<file path="src/core/lgc_pkg.sv">
// Constants, types and shared helpers for the login common-features codec.
// Assumes one 20 MHz clock shared by both ends of the login link.
package lgc_pkg;
    localparam int CLK_MHZ = 20;
    localparam int CLK_NS = 50;
    localparam int MS_US = 1000;
    localparam int RTTOV_LONG_US = 100000;
    localparam int RTTOV_SHORT_US = 100;
    localparam int MS_CYC = MS_US * CLK_MHZ;
    localparam int RTTOV_LONG_CYC = RTTOV_LONG_US * CLK_MHZ;
    localparam int RTTOV_SHORT_CYC = RTTOV_SHORT_US * CLK_MHZ;

    // Word 1 feature bit positions and the class 0 priority bit; some positions carry two meanings
    localparam int B_CREDIT = 27;
    localparam int B_NS_START = 27;
    localparam int B_NS_BEGIN = 26;
    localparam int B_EDTOV_RES = 26;
    localparam int B_APP_HDR = 24;
    localparam int B_BCAST = 24;
    localparam int B_PRIO_TAG = 23;
    localparam int B_QBC = 22;
    localparam int B_CLK_SYNC = 20;
    localparam int B_RTTOV = 19;
    localparam int B_DHD = 18;
    localparam int B_SEQ_CNT = 17;
    localparam int B_PAYLOAD = 16;
    localparam int B_CLS_PRIO = 23;
    localparam logic [31:0] FEAT_MASK = 32'h0fff_0000;

    localparam int PAY_SHORT = 116;
    localparam int PAY_LONG_BASE = 256;
    localparam int EXT_W = 16;
    localparam int PAY_W = 19;

    // Register offsets
    localparam int A_CTRL = 32'h00;
    localparam int A_CFG = 32'h04;
    localparam int A_EDTOV = 32'h08;
    localparam int A_STATUS = 32'h0c;
    localparam int A_PAYLEN = 32'h10;
    localparam int A_EXTLEN = 32'h14;
    localparam int A_XCHG = 32'h18;

    // Control bits (write pulses) and the priority field
    localparam int C_FLOGI = 0;
    localparam int C_PLOGI = 1;
    localparam int C_RTTOV = 2;
    localparam int C_EDTOV = 3;
    localparam int C_XSTART = 4;
    localparam int C_SEQ = 5;
    localparam int C_TX = 6;
    localparam int C_CLR = 8;
    localparam int C_PRIO = 16;

    // Config bits outside the word 1 feature field
    localparam int CFG_CLS_PRIO = 0;
    localparam int CFG_RPBC = 1;
    localparam int CFG_ELS_DIFF = 2;
    localparam int CFG_MF_UNSUP = 3;
    localparam int CFG_NS_GRANT = 4;

    localparam logic [31:0] CFG_RST = 32'h0000_0000;
    localparam logic [31:0] EDTOV_RST = 32'h0000_07d0;
    localparam logic [15:0] EXT_RST = 16'h0000;

    typedef enum logic [1:0] {
        K_FLOGI_REQ = 2'h0,
        K_PLOGI_REQ = 2'h1,
        K_FLOGI_ACC = 2'h2,
        K_PLOGI_ACC = 2'h3
    } lgc_kind_t;

    typedef enum logic [1:0] {
        ST_IDLE = 2'b01,
        ST_WAIT = 2'b10
    } lgc_state_t;

    function automatic logic [PAY_W-1:0] lgc_pay_len(input logic pbit,
                                                      input logic [EXT_W-1:0] ext);
        if (pbit)
            return PAY_W'(PAY_LONG_BASE) + {1'b0, ext, 2'b00};
        return PAY_W'(PAY_SHORT);
    endfunction

    // Accept word 1 built from local features and the request it answers
    function automatic logic [31:0] lgc_make_acc(input logic flogi,
                                                 input logic [31:0] base,
                                                 input logic [31:0] req,
                                                 input logic grant,
                                                 input logic cls_prio);
        logic [31:0] r;
        r = base;
        if (flogi)
            r[B_NS_START] = grant & req[B_NS_BEGIN];
        r[B_PAYLOAD] = base[B_PAYLOAD] & req[B_PAYLOAD];
        r[B_PRIO_TAG] = base[B_PRIO_TAG] & cls_prio;
        return r;
    endfunction
endpackage

</file>
<file path="src/core/lgc_link_if.sv">
// Login link between the port end and the peer (port or fabric) end.
// Both ends run on the same clock; each valid is a one-cycle pulse.
`timescale 1ns/1ps
`default_nettype none
interface lgc_link_if;
    logic d_valid;
    lgc_pkg::lgc_kind_t d_kind;
    logic [31:0] d_w1;
    logic [31:0] d_cls0;
    logic [lgc_pkg::EXT_W-1:0] d_ext;
    logic o_valid;
    lgc_pkg::lgc_kind_t o_kind;
    logic [31:0] o_w1;
    logic [31:0] o_cls0;
    logic [lgc_pkg::EXT_W-1:0] o_ext;

    modport dev (output d_valid, d_kind, d_w1, d_cls0, d_ext,
                 input o_valid, o_kind, o_w1, o_cls0, o_ext);
    modport peer (input d_valid, d_kind, d_w1, d_cls0, d_ext,
                  output o_valid, o_kind, o_w1, o_cls0, o_ext);
endinterface
`default_nettype wire

</file>
<file path="src/core/lgc_xchg_track.sv">
// Per-exchange transmit sequence count and exchange priority.
// Assumes one exchange tracked at a time, all inputs on sys_clk.
`timescale 1ns/1ps
`default_nettype none
module lgc_xchg_track #(
    parameter int CNT_W = 16,
    parameter int PRIO_W = 8
) (
    input wire logic sys_clk,
    input wire logic rst_n,
    input wire logic xchg_start,
    input wire logic seq_start,
    input wire logic tx_frame,
    input wire logic cont,
    input wire logic [PRIO_W-1:0] prio_in,
    output logic [CNT_W-1:0] seq_cnt,
    output logic [PRIO_W-1:0] prio
);
    if (CNT_W < 1 || PRIO_W < 1) begin : g_bad
        $error("lgc_xchg_track: widths must be positive");
    end

    // Received frames have no input here, so they cannot move the count
    always_ff @(posedge sys_clk or negedge rst_n) begin
        if (!rst_n) begin
            seq_cnt <= '0;
            prio <= '0;
        end else begin
            if (xchg_start) begin
                seq_cnt <= '0;
                prio <= prio_in;
            end else if (seq_start && !cont) begin
                seq_cnt <= '0;
            end else if (tx_frame) begin
                seq_cnt <= seq_cnt + CNT_W'(1);
            end
        end
    end
endmodule // lgc_xchg_track
`default_nettype wire

</file>
<file path="src/core/lgc_port_end.sv">
// Port end of the login codec: APB registers, login request/accept, timers.
// Assumes the peer end answers each request with at most one accept.
`timescale 1ns/1ps
`default_nettype none
module lgc_port_end #(
    parameter int ADDR_W = 8,
    parameter int RTTOV_LONG_CYC = lgc_pkg::RTTOV_LONG_CYC,
    parameter int MS_CYC = lgc_pkg::MS_CYC
) (
    input wire logic sys_clk,
    input wire logic rst_n,
    lgc_link_if.dev lnk,
    input wire logic psel,
    input wire logic penable,
    input wire logic pwrite,
    input wire logic [ADDR_W-1:0] paddr,
    input wire logic [31:0] pwdata,
    output logic [31:0] prdata,
    output logic pready,
    output logic pslverr
);
    if (ADDR_W < 5 || RTTOV_LONG_CYC < 1 || MS_CYC < 1) begin : g_bad
        $error("lgc_port_end: ADDR_W below 5 or zero timer count");
    end

    logic [31:0] cfg;
    logic [31:0] edtov_val;
    logic [lgc_pkg::EXT_W-1:0] ext_len;
    lgc_pkg::lgc_state_t st;
    logic [31:0] sent_w1;
    logic sent_flogi;
    logic credit_alt, edtov_ns, rttov_short, cont_seq, ns_sess, bcast;
    logic clk_sync, dhd_peer, app_peer, prio_peer, violation, accepted;
    logic [lgc_pkg::PAY_W-1:0] pay_len;
    logic [31:0] rt_cnt, ed_rem, ed_pre;
    logic rt_run, rt_exp, ed_run, ed_exp;
    logic [15:0] seq_cnt;
    logic [7:0] xprio;
    logic [31:0] rd_data;
    logic rd_hit;
    logic [31:0] loc_w1;

    wire logic setup = psel & ~penable;
    wire logic wr_en = psel & penable & pready & pwrite;
    wire logic [31:0] cmd = (wr_en && paddr == ADDR_W'(lgc_pkg::A_CTRL)) ? pwdata : '0;
    wire logic busy = (st != lgc_pkg::ST_IDLE);
    wire logic in_req = lnk.o_valid & ~lnk.o_kind[1];
    wire logic flogi_in = ~lnk.o_kind[0];
    wire logic acc_match = lnk.o_valid && busy &&
        lnk.o_kind == (sent_flogi ? lgc_pkg::K_FLOGI_ACC : lgc_pkg::K_PLOGI_ACC);
    wire logic go_f = cmd[lgc_pkg::C_FLOGI];
    wire logic go_p = cmd[lgc_pkg::C_PLOGI] & ~go_f;
    wire logic qbc_ok = cfg[lgc_pkg::CFG_RPBC] &
        (cfg[lgc_pkg::CFG_ELS_DIFF] | cfg[lgc_pkg::CFG_MF_UNSUP]);
    wire logic [31:0] loc_cls0 = {8'h00, cfg[lgc_pkg::CFG_CLS_PRIO], 23'h000000};
    wire logic [31:0] rep_w1 = lgc_pkg::lgc_make_acc(flogi_in, loc_w1, lnk.o_w1,
        cfg[lgc_pkg::CFG_NS_GRANT], cfg[lgc_pkg::CFG_CLS_PRIO]);
    wire logic bad_acc = (lnk.o_w1[lgc_pkg::B_NS_START] & flogi_in &
        ~sent_w1[lgc_pkg::B_NS_BEGIN]) |
        (lnk.o_w1[lgc_pkg::B_PAYLOAD] & ~sent_w1[lgc_pkg::B_PAYLOAD]);
    wire logic [15:0] status = {ed_exp, rt_exp, pay_len != lgc_pkg::PAY_W'(lgc_pkg::PAY_SHORT),
        prio_peer, app_peer, dhd_peer, clk_sync, bcast, ns_sess, cont_seq,
        rttov_short, edtov_ns, credit_alt, violation, accepted, busy};

    // Feature bits 27..16 as software set them, gated where a condition applies
    always_comb begin
        loc_w1 = cfg & lgc_pkg::FEAT_MASK;
        loc_w1[lgc_pkg::B_PRIO_TAG] = cfg[lgc_pkg::B_PRIO_TAG] &
            cfg[lgc_pkg::CFG_CLS_PRIO];
        loc_w1[lgc_pkg::B_QBC] = cfg[lgc_pkg::B_QBC] & qbc_ok;
    end

    always_comb begin
        rd_data = '0;
        rd_hit = 1'b1;
        if (paddr == ADDR_W'(lgc_pkg::A_CTRL))
            rd_data = '0;
        else if (paddr == ADDR_W'(lgc_pkg::A_CFG))
            rd_data = cfg;
        else if (paddr == ADDR_W'(lgc_pkg::A_EDTOV))
            rd_data = edtov_val;
        else if (paddr == ADDR_W'(lgc_pkg::A_STATUS))
            rd_data = {16'h0000, status};
        else if (paddr == ADDR_W'(lgc_pkg::A_PAYLEN))
            rd_data = 32'(pay_len);
        else if (paddr == ADDR_W'(lgc_pkg::A_EXTLEN))
            rd_data = 32'(ext_len);
        else if (paddr == ADDR_W'(lgc_pkg::A_XCHG))
            rd_data = {8'h00, xprio, seq_cnt};
        else
            rd_hit = 1'b0;
    end

    // No wait state: the answer is registered during the setup cycle
    always_ff @(posedge sys_clk or negedge rst_n) begin
        if (!rst_n) begin
            pready <= 1'b0;
            prdata <= '0;
            pslverr <= 1'b0;
        end else begin
            pready <= setup;
            prdata <= (setup && !pwrite) ? rd_data : '0;
            pslverr <= setup & ~rd_hit;
        end
    end

    always_ff @(posedge sys_clk or negedge rst_n) begin
        if (!rst_n) begin
            cfg <= lgc_pkg::CFG_RST;
            edtov_val <= lgc_pkg::EDTOV_RST;
            ext_len <= lgc_pkg::EXT_RST;
        end else if (wr_en) begin
            if (paddr == ADDR_W'(lgc_pkg::A_CFG))
                cfg <= pwdata;
            else if (paddr == ADDR_W'(lgc_pkg::A_EDTOV))
                edtov_val <= pwdata;
            else if (paddr == ADDR_W'(lgc_pkg::A_EXTLEN))
                ext_len <= pwdata[lgc_pkg::EXT_W-1:0];
        end
    end

    // An incoming request is answered at once and beats a new command
    always_ff @(posedge sys_clk or negedge rst_n) begin
        if (!rst_n) begin
            st <= lgc_pkg::ST_IDLE;
            lnk.d_valid <= 1'b0;
            lnk.d_kind <= lgc_pkg::K_FLOGI_REQ;
            lnk.d_w1 <= '0;
            lnk.d_cls0 <= '0;
            lnk.d_ext <= '0;
            sent_w1 <= '0;
            sent_flogi <= 1'b0;
        end else begin
            lnk.d_valid <= 1'b0;
            if (in_req) begin
                lnk.d_valid <= 1'b1;
                lnk.d_kind <= flogi_in ? lgc_pkg::K_FLOGI_ACC : lgc_pkg::K_PLOGI_ACC;
                lnk.d_w1 <= rep_w1;
                lnk.d_cls0 <= loc_cls0;
                lnk.d_ext <= ext_len;
            end
            case (st)
                lgc_pkg::ST_IDLE: begin
                    if (!in_req && (go_f || go_p)) begin
                        lnk.d_valid <= 1'b1;
                        lnk.d_kind <= go_f ? lgc_pkg::K_FLOGI_REQ : lgc_pkg::K_PLOGI_REQ;
                        lnk.d_w1 <= loc_w1;
                        lnk.d_cls0 <= loc_cls0;
                        lnk.d_ext <= ext_len;
                        sent_w1 <= loc_w1;
                        sent_flogi <= go_f;
                        st <= lgc_pkg::ST_WAIT;
                    end
                end
                lgc_pkg::ST_WAIT: begin
                    if (acc_match)
                        st <= lgc_pkg::ST_IDLE;
                end
                default: st <= lgc_pkg::ST_IDLE;
            endcase
        end
    end

    // Operating options latched on the matching accept; FLOGI credit and cont_seq come from the sent request
    always_ff @(posedge sys_clk or negedge rst_n) begin
        if (!rst_n) begin
            {credit_alt, edtov_ns, rttov_short, cont_seq, ns_sess, bcast} <= '0;
            {clk_sync, dhd_peer, app_peer, prio_peer, violation, accepted} <= '0;
            pay_len <= lgc_pkg::PAY_W'(lgc_pkg::PAY_SHORT);
        end else begin
            if (acc_match) begin
                accepted <= 1'b1;
                credit_alt <= flogi_in ? sent_w1[lgc_pkg::B_CREDIT]
                                       : lnk.o_w1[lgc_pkg::B_CREDIT];
                ns_sess <= flogi_in & lnk.o_w1[lgc_pkg::B_NS_START] &
                    sent_w1[lgc_pkg::B_NS_BEGIN];
                bcast <= flogi_in & lnk.o_w1[lgc_pkg::B_BCAST];
                app_peer <= ~flogi_in & lnk.o_w1[lgc_pkg::B_APP_HDR];
                edtov_ns <= lnk.o_w1[lgc_pkg::B_EDTOV_RES];
                rttov_short <= lnk.o_w1[lgc_pkg::B_RTTOV];
                clk_sync <= lnk.o_w1[lgc_pkg::B_CLK_SYNC];
                dhd_peer <= lnk.o_w1[lgc_pkg::B_DHD];
                prio_peer <= lnk.o_w1[lgc_pkg::B_PRIO_TAG] & lnk.o_cls0[lgc_pkg::B_CLS_PRIO];
                if (!flogi_in)
                    cont_seq <= sent_w1[lgc_pkg::B_SEQ_CNT];
                pay_len <= lgc_pkg::lgc_pay_len(lnk.o_w1[lgc_pkg::B_PAYLOAD],
                    lnk.o_ext);
            end
            // A violation in the same cycle as a clear is kept
            if (acc_match && bad_acc)
                violation <= 1'b1;
            else if (cmd[lgc_pkg::C_CLR])
                violation <= 1'b0;
        end
    end

    // Receiver-transmitter timeout, length chosen by the accept
    always_ff @(posedge sys_clk or negedge rst_n) begin
        if (!rst_n) begin
            rt_cnt <= '0;
            rt_run <= 1'b0;
            rt_exp <= 1'b0;
        end else if (cmd[lgc_pkg::C_RTTOV]) begin
            rt_cnt <= rttov_short ? 32'(lgc_pkg::RTTOV_SHORT_CYC - 1)
                                  : 32'(RTTOV_LONG_CYC - 1);
            rt_run <= 1'b1;
            rt_exp <= 1'b0;
        end else if (rt_run) begin
            if (rt_cnt == '0) begin
                rt_run <= 1'b0;
                rt_exp <= 1'b1;
            end else begin
                rt_cnt <= rt_cnt - 32'd1;
            end
        end
    end

    // Error-detect timeout; ns mode burns one clock period per cycle
    always_ff @(posedge sys_clk or negedge rst_n) begin
        if (!rst_n) begin
            ed_rem <= '0;
            ed_pre <= '0;
            ed_run <= 1'b0;
            ed_exp <= 1'b0;
        end else if (cmd[lgc_pkg::C_EDTOV]) begin
            ed_rem <= edtov_val;
            ed_pre <= '0;
            ed_run <= 1'b1;
            ed_exp <= 1'b0;
        end else if (ed_run) begin
            if (edtov_ns) begin
                if (ed_rem <= 32'(lgc_pkg::CLK_NS)) begin
                    ed_run <= 1'b0;
                    ed_exp <= 1'b1;
                end else begin
                    ed_rem <= ed_rem - 32'(lgc_pkg::CLK_NS);
                end
            end else if (ed_rem == '0) begin
                ed_run <= 1'b0;
                ed_exp <= 1'b1;
            end else if (ed_pre == 32'(MS_CYC - 1)) begin
                ed_pre <= '0;
                ed_rem <= ed_rem - 32'd1;
            end else begin
                ed_pre <= ed_pre + 32'd1;
            end
        end
    end

    lgc_xchg_track #(.CNT_W(16), .PRIO_W(8)) lgc_xchg_track_i (
        .sys_clk(sys_clk),
        .rst_n(rst_n),
        .xchg_start(cmd[lgc_pkg::C_XSTART]),
        .seq_start(cmd[lgc_pkg::C_SEQ]),
        .tx_frame(cmd[lgc_pkg::C_TX]),
        .cont(cont_seq),
        .prio_in(cmd[lgc_pkg::C_PRIO +: 8]),
        .seq_cnt(seq_cnt),
        .prio(xprio)
    );
endmodule // lgc_port_end
`default_nettype wire

</file>
<file path="src/flat_wrapper.sv">
// flat-port wrapper written by rule: the top's interface ports become plain ports
module lgc_port_end_flat 
#(
    parameter int ADDR_W = 8,
    parameter int RTTOV_LONG_CYC = lgc_pkg::RTTOV_LONG_CYC,
    parameter int MS_CYC = lgc_pkg::MS_CYC
)
  (sys_clk, rst_n, psel, penable, pwrite, paddr, pwdata, prdata, pready, pslverr, lnk_d_valid, lnk_d_kind, lnk_d_w1, lnk_d_cls0, lnk_d_ext, lnk_o_valid, lnk_o_kind, lnk_o_w1, lnk_o_cls0, lnk_o_ext);
  lgc_link_if lnk_i ();
  input wire logic sys_clk;
  input wire logic rst_n;
  input wire logic psel;
  input wire logic penable;
  input wire logic pwrite;
  input wire logic [ADDR_W-1:0] paddr;
  input wire logic [31:0] pwdata;
  output logic [31:0] prdata;
  output logic pready;
  output logic pslverr;
  output wire logic [$bits(lnk_i.d_valid)-1:0] lnk_d_valid;
  output wire logic [$bits(lnk_i.d_kind)-1:0] lnk_d_kind;
  output wire logic [$bits(lnk_i.d_w1)-1:0] lnk_d_w1;
  output wire logic [$bits(lnk_i.d_cls0)-1:0] lnk_d_cls0;
  output wire logic [$bits(lnk_i.d_ext)-1:0] lnk_d_ext;
  input wire logic [$bits(lnk_i.o_valid)-1:0] lnk_o_valid;
  input wire logic [$bits(lnk_i.o_kind)-1:0] lnk_o_kind;
  input wire logic [$bits(lnk_i.o_w1)-1:0] lnk_o_w1;
  input wire logic [$bits(lnk_i.o_cls0)-1:0] lnk_o_cls0;
  input wire logic [$bits(lnk_i.o_ext)-1:0] lnk_o_ext;
  assign lnk_d_valid = lnk_i.d_valid;
  assign lnk_d_kind = lnk_i.d_kind;
  assign lnk_d_w1 = lnk_i.d_w1;
  assign lnk_d_cls0 = lnk_i.d_cls0;
  assign lnk_d_ext = lnk_i.d_ext;
  assign lnk_i.o_valid = lnk_o_valid;
  assign lnk_i.o_kind = lnk_o_kind;
  assign lnk_i.o_w1 = lnk_o_w1;
  assign lnk_i.o_cls0 = lnk_o_cls0;
  assign lnk_i.o_ext = lnk_o_ext;
  lgc_port_end #(.ADDR_W(ADDR_W), .RTTOV_LONG_CYC(RTTOV_LONG_CYC), .MS_CYC(MS_CYC)) u_core (.sys_clk(sys_clk), .rst_n(rst_n), .lnk(lnk_i), .psel(psel), .penable(penable), .pwrite(pwrite), .paddr(paddr), .pwdata(pwdata), .prdata(prdata), .pready(pready), .pslverr(pslverr));
endmodule
</file>
<file path="config.mk">
export PLATFORM = sky130hd
export DESIGN_NAME = lgc_port_end_flat
export DESIGN_NICKNAME = d
export VERILOG_FILES = /design/src/core/lgc_pkg.sv /design/src/core/lgc_link_if.sv /design/src/core/lgc_xchg_track.sv /design/src/core/lgc_port_end.sv /design/src/flat_wrapper.sv
export SDC_FILE = /design/constraint.sdc
export NUM_CORES = 1
export LEC_CHECK = 0
export BUFFER_PORTS_ARGS = -buffer_cell sky130_fd_sc_hd__buf_2
export CAP_MARGIN = 20
export CORE_MARGIN = 2
export CORE_UTILIZATION = 30
export CTS_BUF_LIST = sky130_fd_sc_hd__clkbuf_8 sky130_fd_sc_hd__clkbuf_16
export CTS_CLUSTER_SIZE = 40
export DETAILED_ROUTE_END_ITERATION = 8
export HOLD_SLACK_MARGIN = 0.03
export SKIP_LAST_GASP = 1
export SLEW_MARGIN = 25
export SYNTH_ARGS = -nofsm -noshare
export SYNTH_HDL_FRONTEND = slang
export SYNTH_SLANG_ARGS = --single-unit
</file>
<file path="constraint.sdc">
create_clock -name sys_clk -period 3 [get_ports sys_clk]
set_input_delay 0.45 -clock sys_clk [delete_from_list [all_inputs] [get_ports sys_clk]]
set_output_delay 0.45 -clock sys_clk [all_outputs]
set_load 0.03 [all_outputs]
</file>
==> reports/results.ini <==
[timing]
finalMaxSlewViolations = 0
setup_slack_ns = 0.1607
fin_tns_setup_ns = 0
fmax_mhz = 352.2
rsz0062_at_grt = no
hold_violations = 0
min_period_over_period_pct = 94.64
worst_pin_slew_ns = 0.7567
min_period_ns = 2.839
skew_ns = 0.02691
setup_viol = 0
max_slew_margin_pct = 49.25

[synth]
synth_adder_area_share_pct = 0.6770
synth_top_family_by_area = simple AND/OR/NAND/NOR gates
yosys.area_share.simple_pct = 17.65
synth_edf_count = 0
muxShareOfSynthArea_pct = 8.711
synthFlopType = dfrtp_1
syn_inst = 1588
synth_xor_area_share_pct = 2.369
synth_area_per_cell_um2 = 10.47
synthesis.nets = 1725
synth-compound-area-share_pct = 14.07
ys_ff_latch = 357
synth_warnings = 0
seq_area_frac_synth_pct = 53.79
async_reset_ff_share_pct = 100.0
synth_cell_types = 69
netlist_area_um2 = 16630

[cells_and_area]
layout_common_cells = 346 x dfrtp_1, 188 x buf_2, 136 x nand2_1, 118 x mux2_2, 107 x o21ai_0
final_common_cell = dfrtp_1
fillers = 5497
final_area_um2 = 20430
syn2layout_area_growth_pct = 22.84
fin_nets = 1952
final_util_pct = 37.16
fin_cells = 2596
drive_gt1_share_pct = 26.64

[setup_path]
cpMaxStageDelayCell = or4_4
critPathArrivalTime_ns = 3.34
critical_path_required_ns = 3.50
critical_path_peak_fanout = 13
cpMostUsedCell = or4_4
critPathCaptureType = flop
cp-start-kind = flop
crit_path_max_incr_delay_ns = 0.59
criticalPathCategory = flop to flop
crit_chain = or4_4 -> or4_4 -> or4_4 -> nand3_1 -> nand2_1 -> o21ba_1

[floorplan]
dieHeight_um = 239.5
io_pins = 245
die_w_um = 239.5
coreArea_um2 = 54990
start_util_pct = 30.25
die_area_um2 = 57340
rows = 86

[place]
place_inst = 2518
port_buffers = 189
gp_congestion = 0.9125
dp_slack_ns = 0.1880
dp_hpwl_um = 37310
dpl-instance-area_um2 = 18910

[routing]
vias = 13590
post_drt_wl_per_cell_um = 19.68
drtIter0Drc = 1068
wl_um = 51090
viasPerCell = 5.236
drtAntennaViolNets = 0
route.detailed.drc = 0
drt_pre_antenna_iters = 5

[global_routing]
grt_pass1_wl_um = 78700
grt_antenna_before_repair = 7
grt-ovfl-total = 0
grt_pass1_vias = 13290
grt_usage_pct = 17.71
grt_max_degree = 86

[clock_tree]
cts_tree = done
cts_resized = 0
clock-sinks = 357
cts.clk_slew.worst_paths_ns = 0.06
ctsRootBufferMaster = clkbuf_16
cts_buffers = 42
cts_max_level = 2
clock_latency_ns = 0.58
cts_max_path_buffers = 3

[worst_hold_path]
hold_class = input pin to flop

[status]
status = completed

[pwr]
ir_worst_vdd_v = 0.0003830
power_leakage_nw = 9.319
power_density_nw_per_um2 = 573.7

[job]
maxCapViolCount = 0

cell usage after synthesis (5+ instances only):
| library cell | number | area share [%] |
|---|---|---|
| o22ai_1 | 8 | 0.30 |
| or3_1 | 21 | 0.79 |
| buf_1 | 10 | 0.23 |
| mux2_2 | 118 | 8.0 |
| or4_4 | 5 | 0.34 |
| o41ai_1 | 7 | 0.37 |
| a22oi_1 | 26 | 1.2 |
| a2bb2oi_1 | 6 | 0.32 |
| nor3_1 | 38 | 1.1 |
| dfrtp_1 | 346 | 52 |
| or2_2 | 6 | 0.23 |
| a222oi_1 | 5 | 0.30 |
| o21ai_0 | 108 | 3.2 |
| nor2b_1 | 16 | 0.60 |
| a21oi_1 | 82 | 2.5 |
| and3_1 | 26 | 0.98 |
| o221ai_1 | 14 | 0.74 |
| or4_1 | 10 | 0.45 |
| clkbuf_1 | 62 | 1.4 |
| o211ai_1 | 7 | 0.32 |
| xnor2_1 | 25 | 1.3 |
| nand4_1 | 29 | 1.1 |
| ha_1 | 9 | 0.68 |
| nand2_1 | 137 | 3.1 |
| nand2b_1 | 15 | 0.56 |
| nor2_1 | 101 | 2.3 |
| a31oi_1 | 21 | 0.79 |
| a211oi_1 | 6 | 0.27 |
| inv_1 | 26 | 0.59 |
| o31ai_1 | 24 | 1.1 |
| mux2i_1 | 12 | 0.72 |
| o21a_1 | 9 | 0.41 |
| and2_1 | 55 | 2.1 |
| a22o_1 | 6 | 0.32 |
| nor4b_1 | 6 | 0.32 |
| nor4_1 | 31 | 1.2 |
| buf_2 | 12 | 0.36 |
| dfstp_2 | 11 | 1.7 |
| xor2_1 | 20 | 1.1 |
| nand3_1 | 52 | 1.6 |
repair_timing:
item	CTS	global route
hold endpoints to repair	37	0
hold buffers	1	0
buffers inserted	0	0
layout make-up:
type | instances | area (um^2) | area share (%)
antenna | 1 | 2.502 | 0.01225
timing repair buffer | 270 | 1679 | 8.218
tap | 748 | 935.9 | 4.581
clock inverter | 27 | 346.6 | 1.696
inverter | 26 | 97.59 | 0.4776
multi-input combinational | 1118 | 7264 | 35.55
clock buffer | 49 | 1159 | 5.671
sequential | 357 | 8947 | 43.79
power by group:
part	leakage (nW)	internal (W)	total [W]	switching, W
clock	0.750	0.00338	0.00552	0.00214
sequential	4.65	0.00499	0.00521	0.000217
combinational	3.92	0.000376	0.000994	0.000618
stage by stage:
| step | hold slack [ns] | total power, W |
|---|---|---|
| floorplan | 0.1544 | 0.005781 |
| global placement | 0.4003 | 0.006252 |
| detailed placement | 0.4032 | 0.006280 |
| CTS | 0.07980 | 0.01186 |
| global route | 0.1032 | 0.01222 |
| finish | 0.09601 | 0.01172 |
worst paths after layout:
path	from	endpoint	slack [ns]	cells after the start
max	u_core.ed_rem[26]$_DFFE_PN0P_	u_core.ed_pre[28]$_DFFE_PN0P_	0.16	6
min	lnk_o_w1[19]	u_core.rttov_short$_DFFE_PN0P_	0.1	3
max reg2reg	u_core.ed_rem[26]$_DFFE_PN0P_	u_core.ed_pre[28]$_DFFE_PN0P_	0.16	6
min reg2reg	u_core.accepted$_DFFE_PN0P_	u_core.accepted$_DFFE_PN0P_	0.44	2
max in group asynchronous	rst_n	u_core.edtov_val[4]$_DFFE_PN1P_	1.70	3
min in group asynchronous	rst_n	u_core.rt_cnt[6]$_DFFE_PN0P_	0.41	2
sequential cells by signal, summed over array words and instances (netlist names), 17 cells and up:
name / cells
u_core.ed_pre: 32
u_core.lnk.d_cls0: 32
u_core.edtov_val: 32
u_core.cfg: 32
u_core.pay_len: 17
u_core.prdata: 32
u_core.rt_cnt: 32
u_core.lnk.d_w1: 32
u_core.ed_rem: 32
critical path: cells and delay by family, from the launching register on:
kind | cells | cell delay, ns
compound gates | 1 | 0.33
flops | 1 | 0.41
simple gates | 5 | 2.06
routing by layer:
metal	vias to the layer above	global-route usage (%)	wire, um
met5	-	0	11
met4	2	6.761	1712
met2	474	27.47	23190
met3	111	3.169	3272
met1	6734	24.62	22910
li1	6271	-	-
cell families (layout without fill, tap and decap cells):
kind of cell / Yosys count / in the layout
and+or+nand+nor: 566 / 566
AOI/OAI and AO/OA: 368 / 368
DFF: 357 / 357
muxes: 130 / 130
buffers and inverters: 113 / 372
xor gates and xnor gates: 45 / 45
adders and majority gates: 9 / 9
other: 0 / 1
Power figures use the tool's default switching activity.
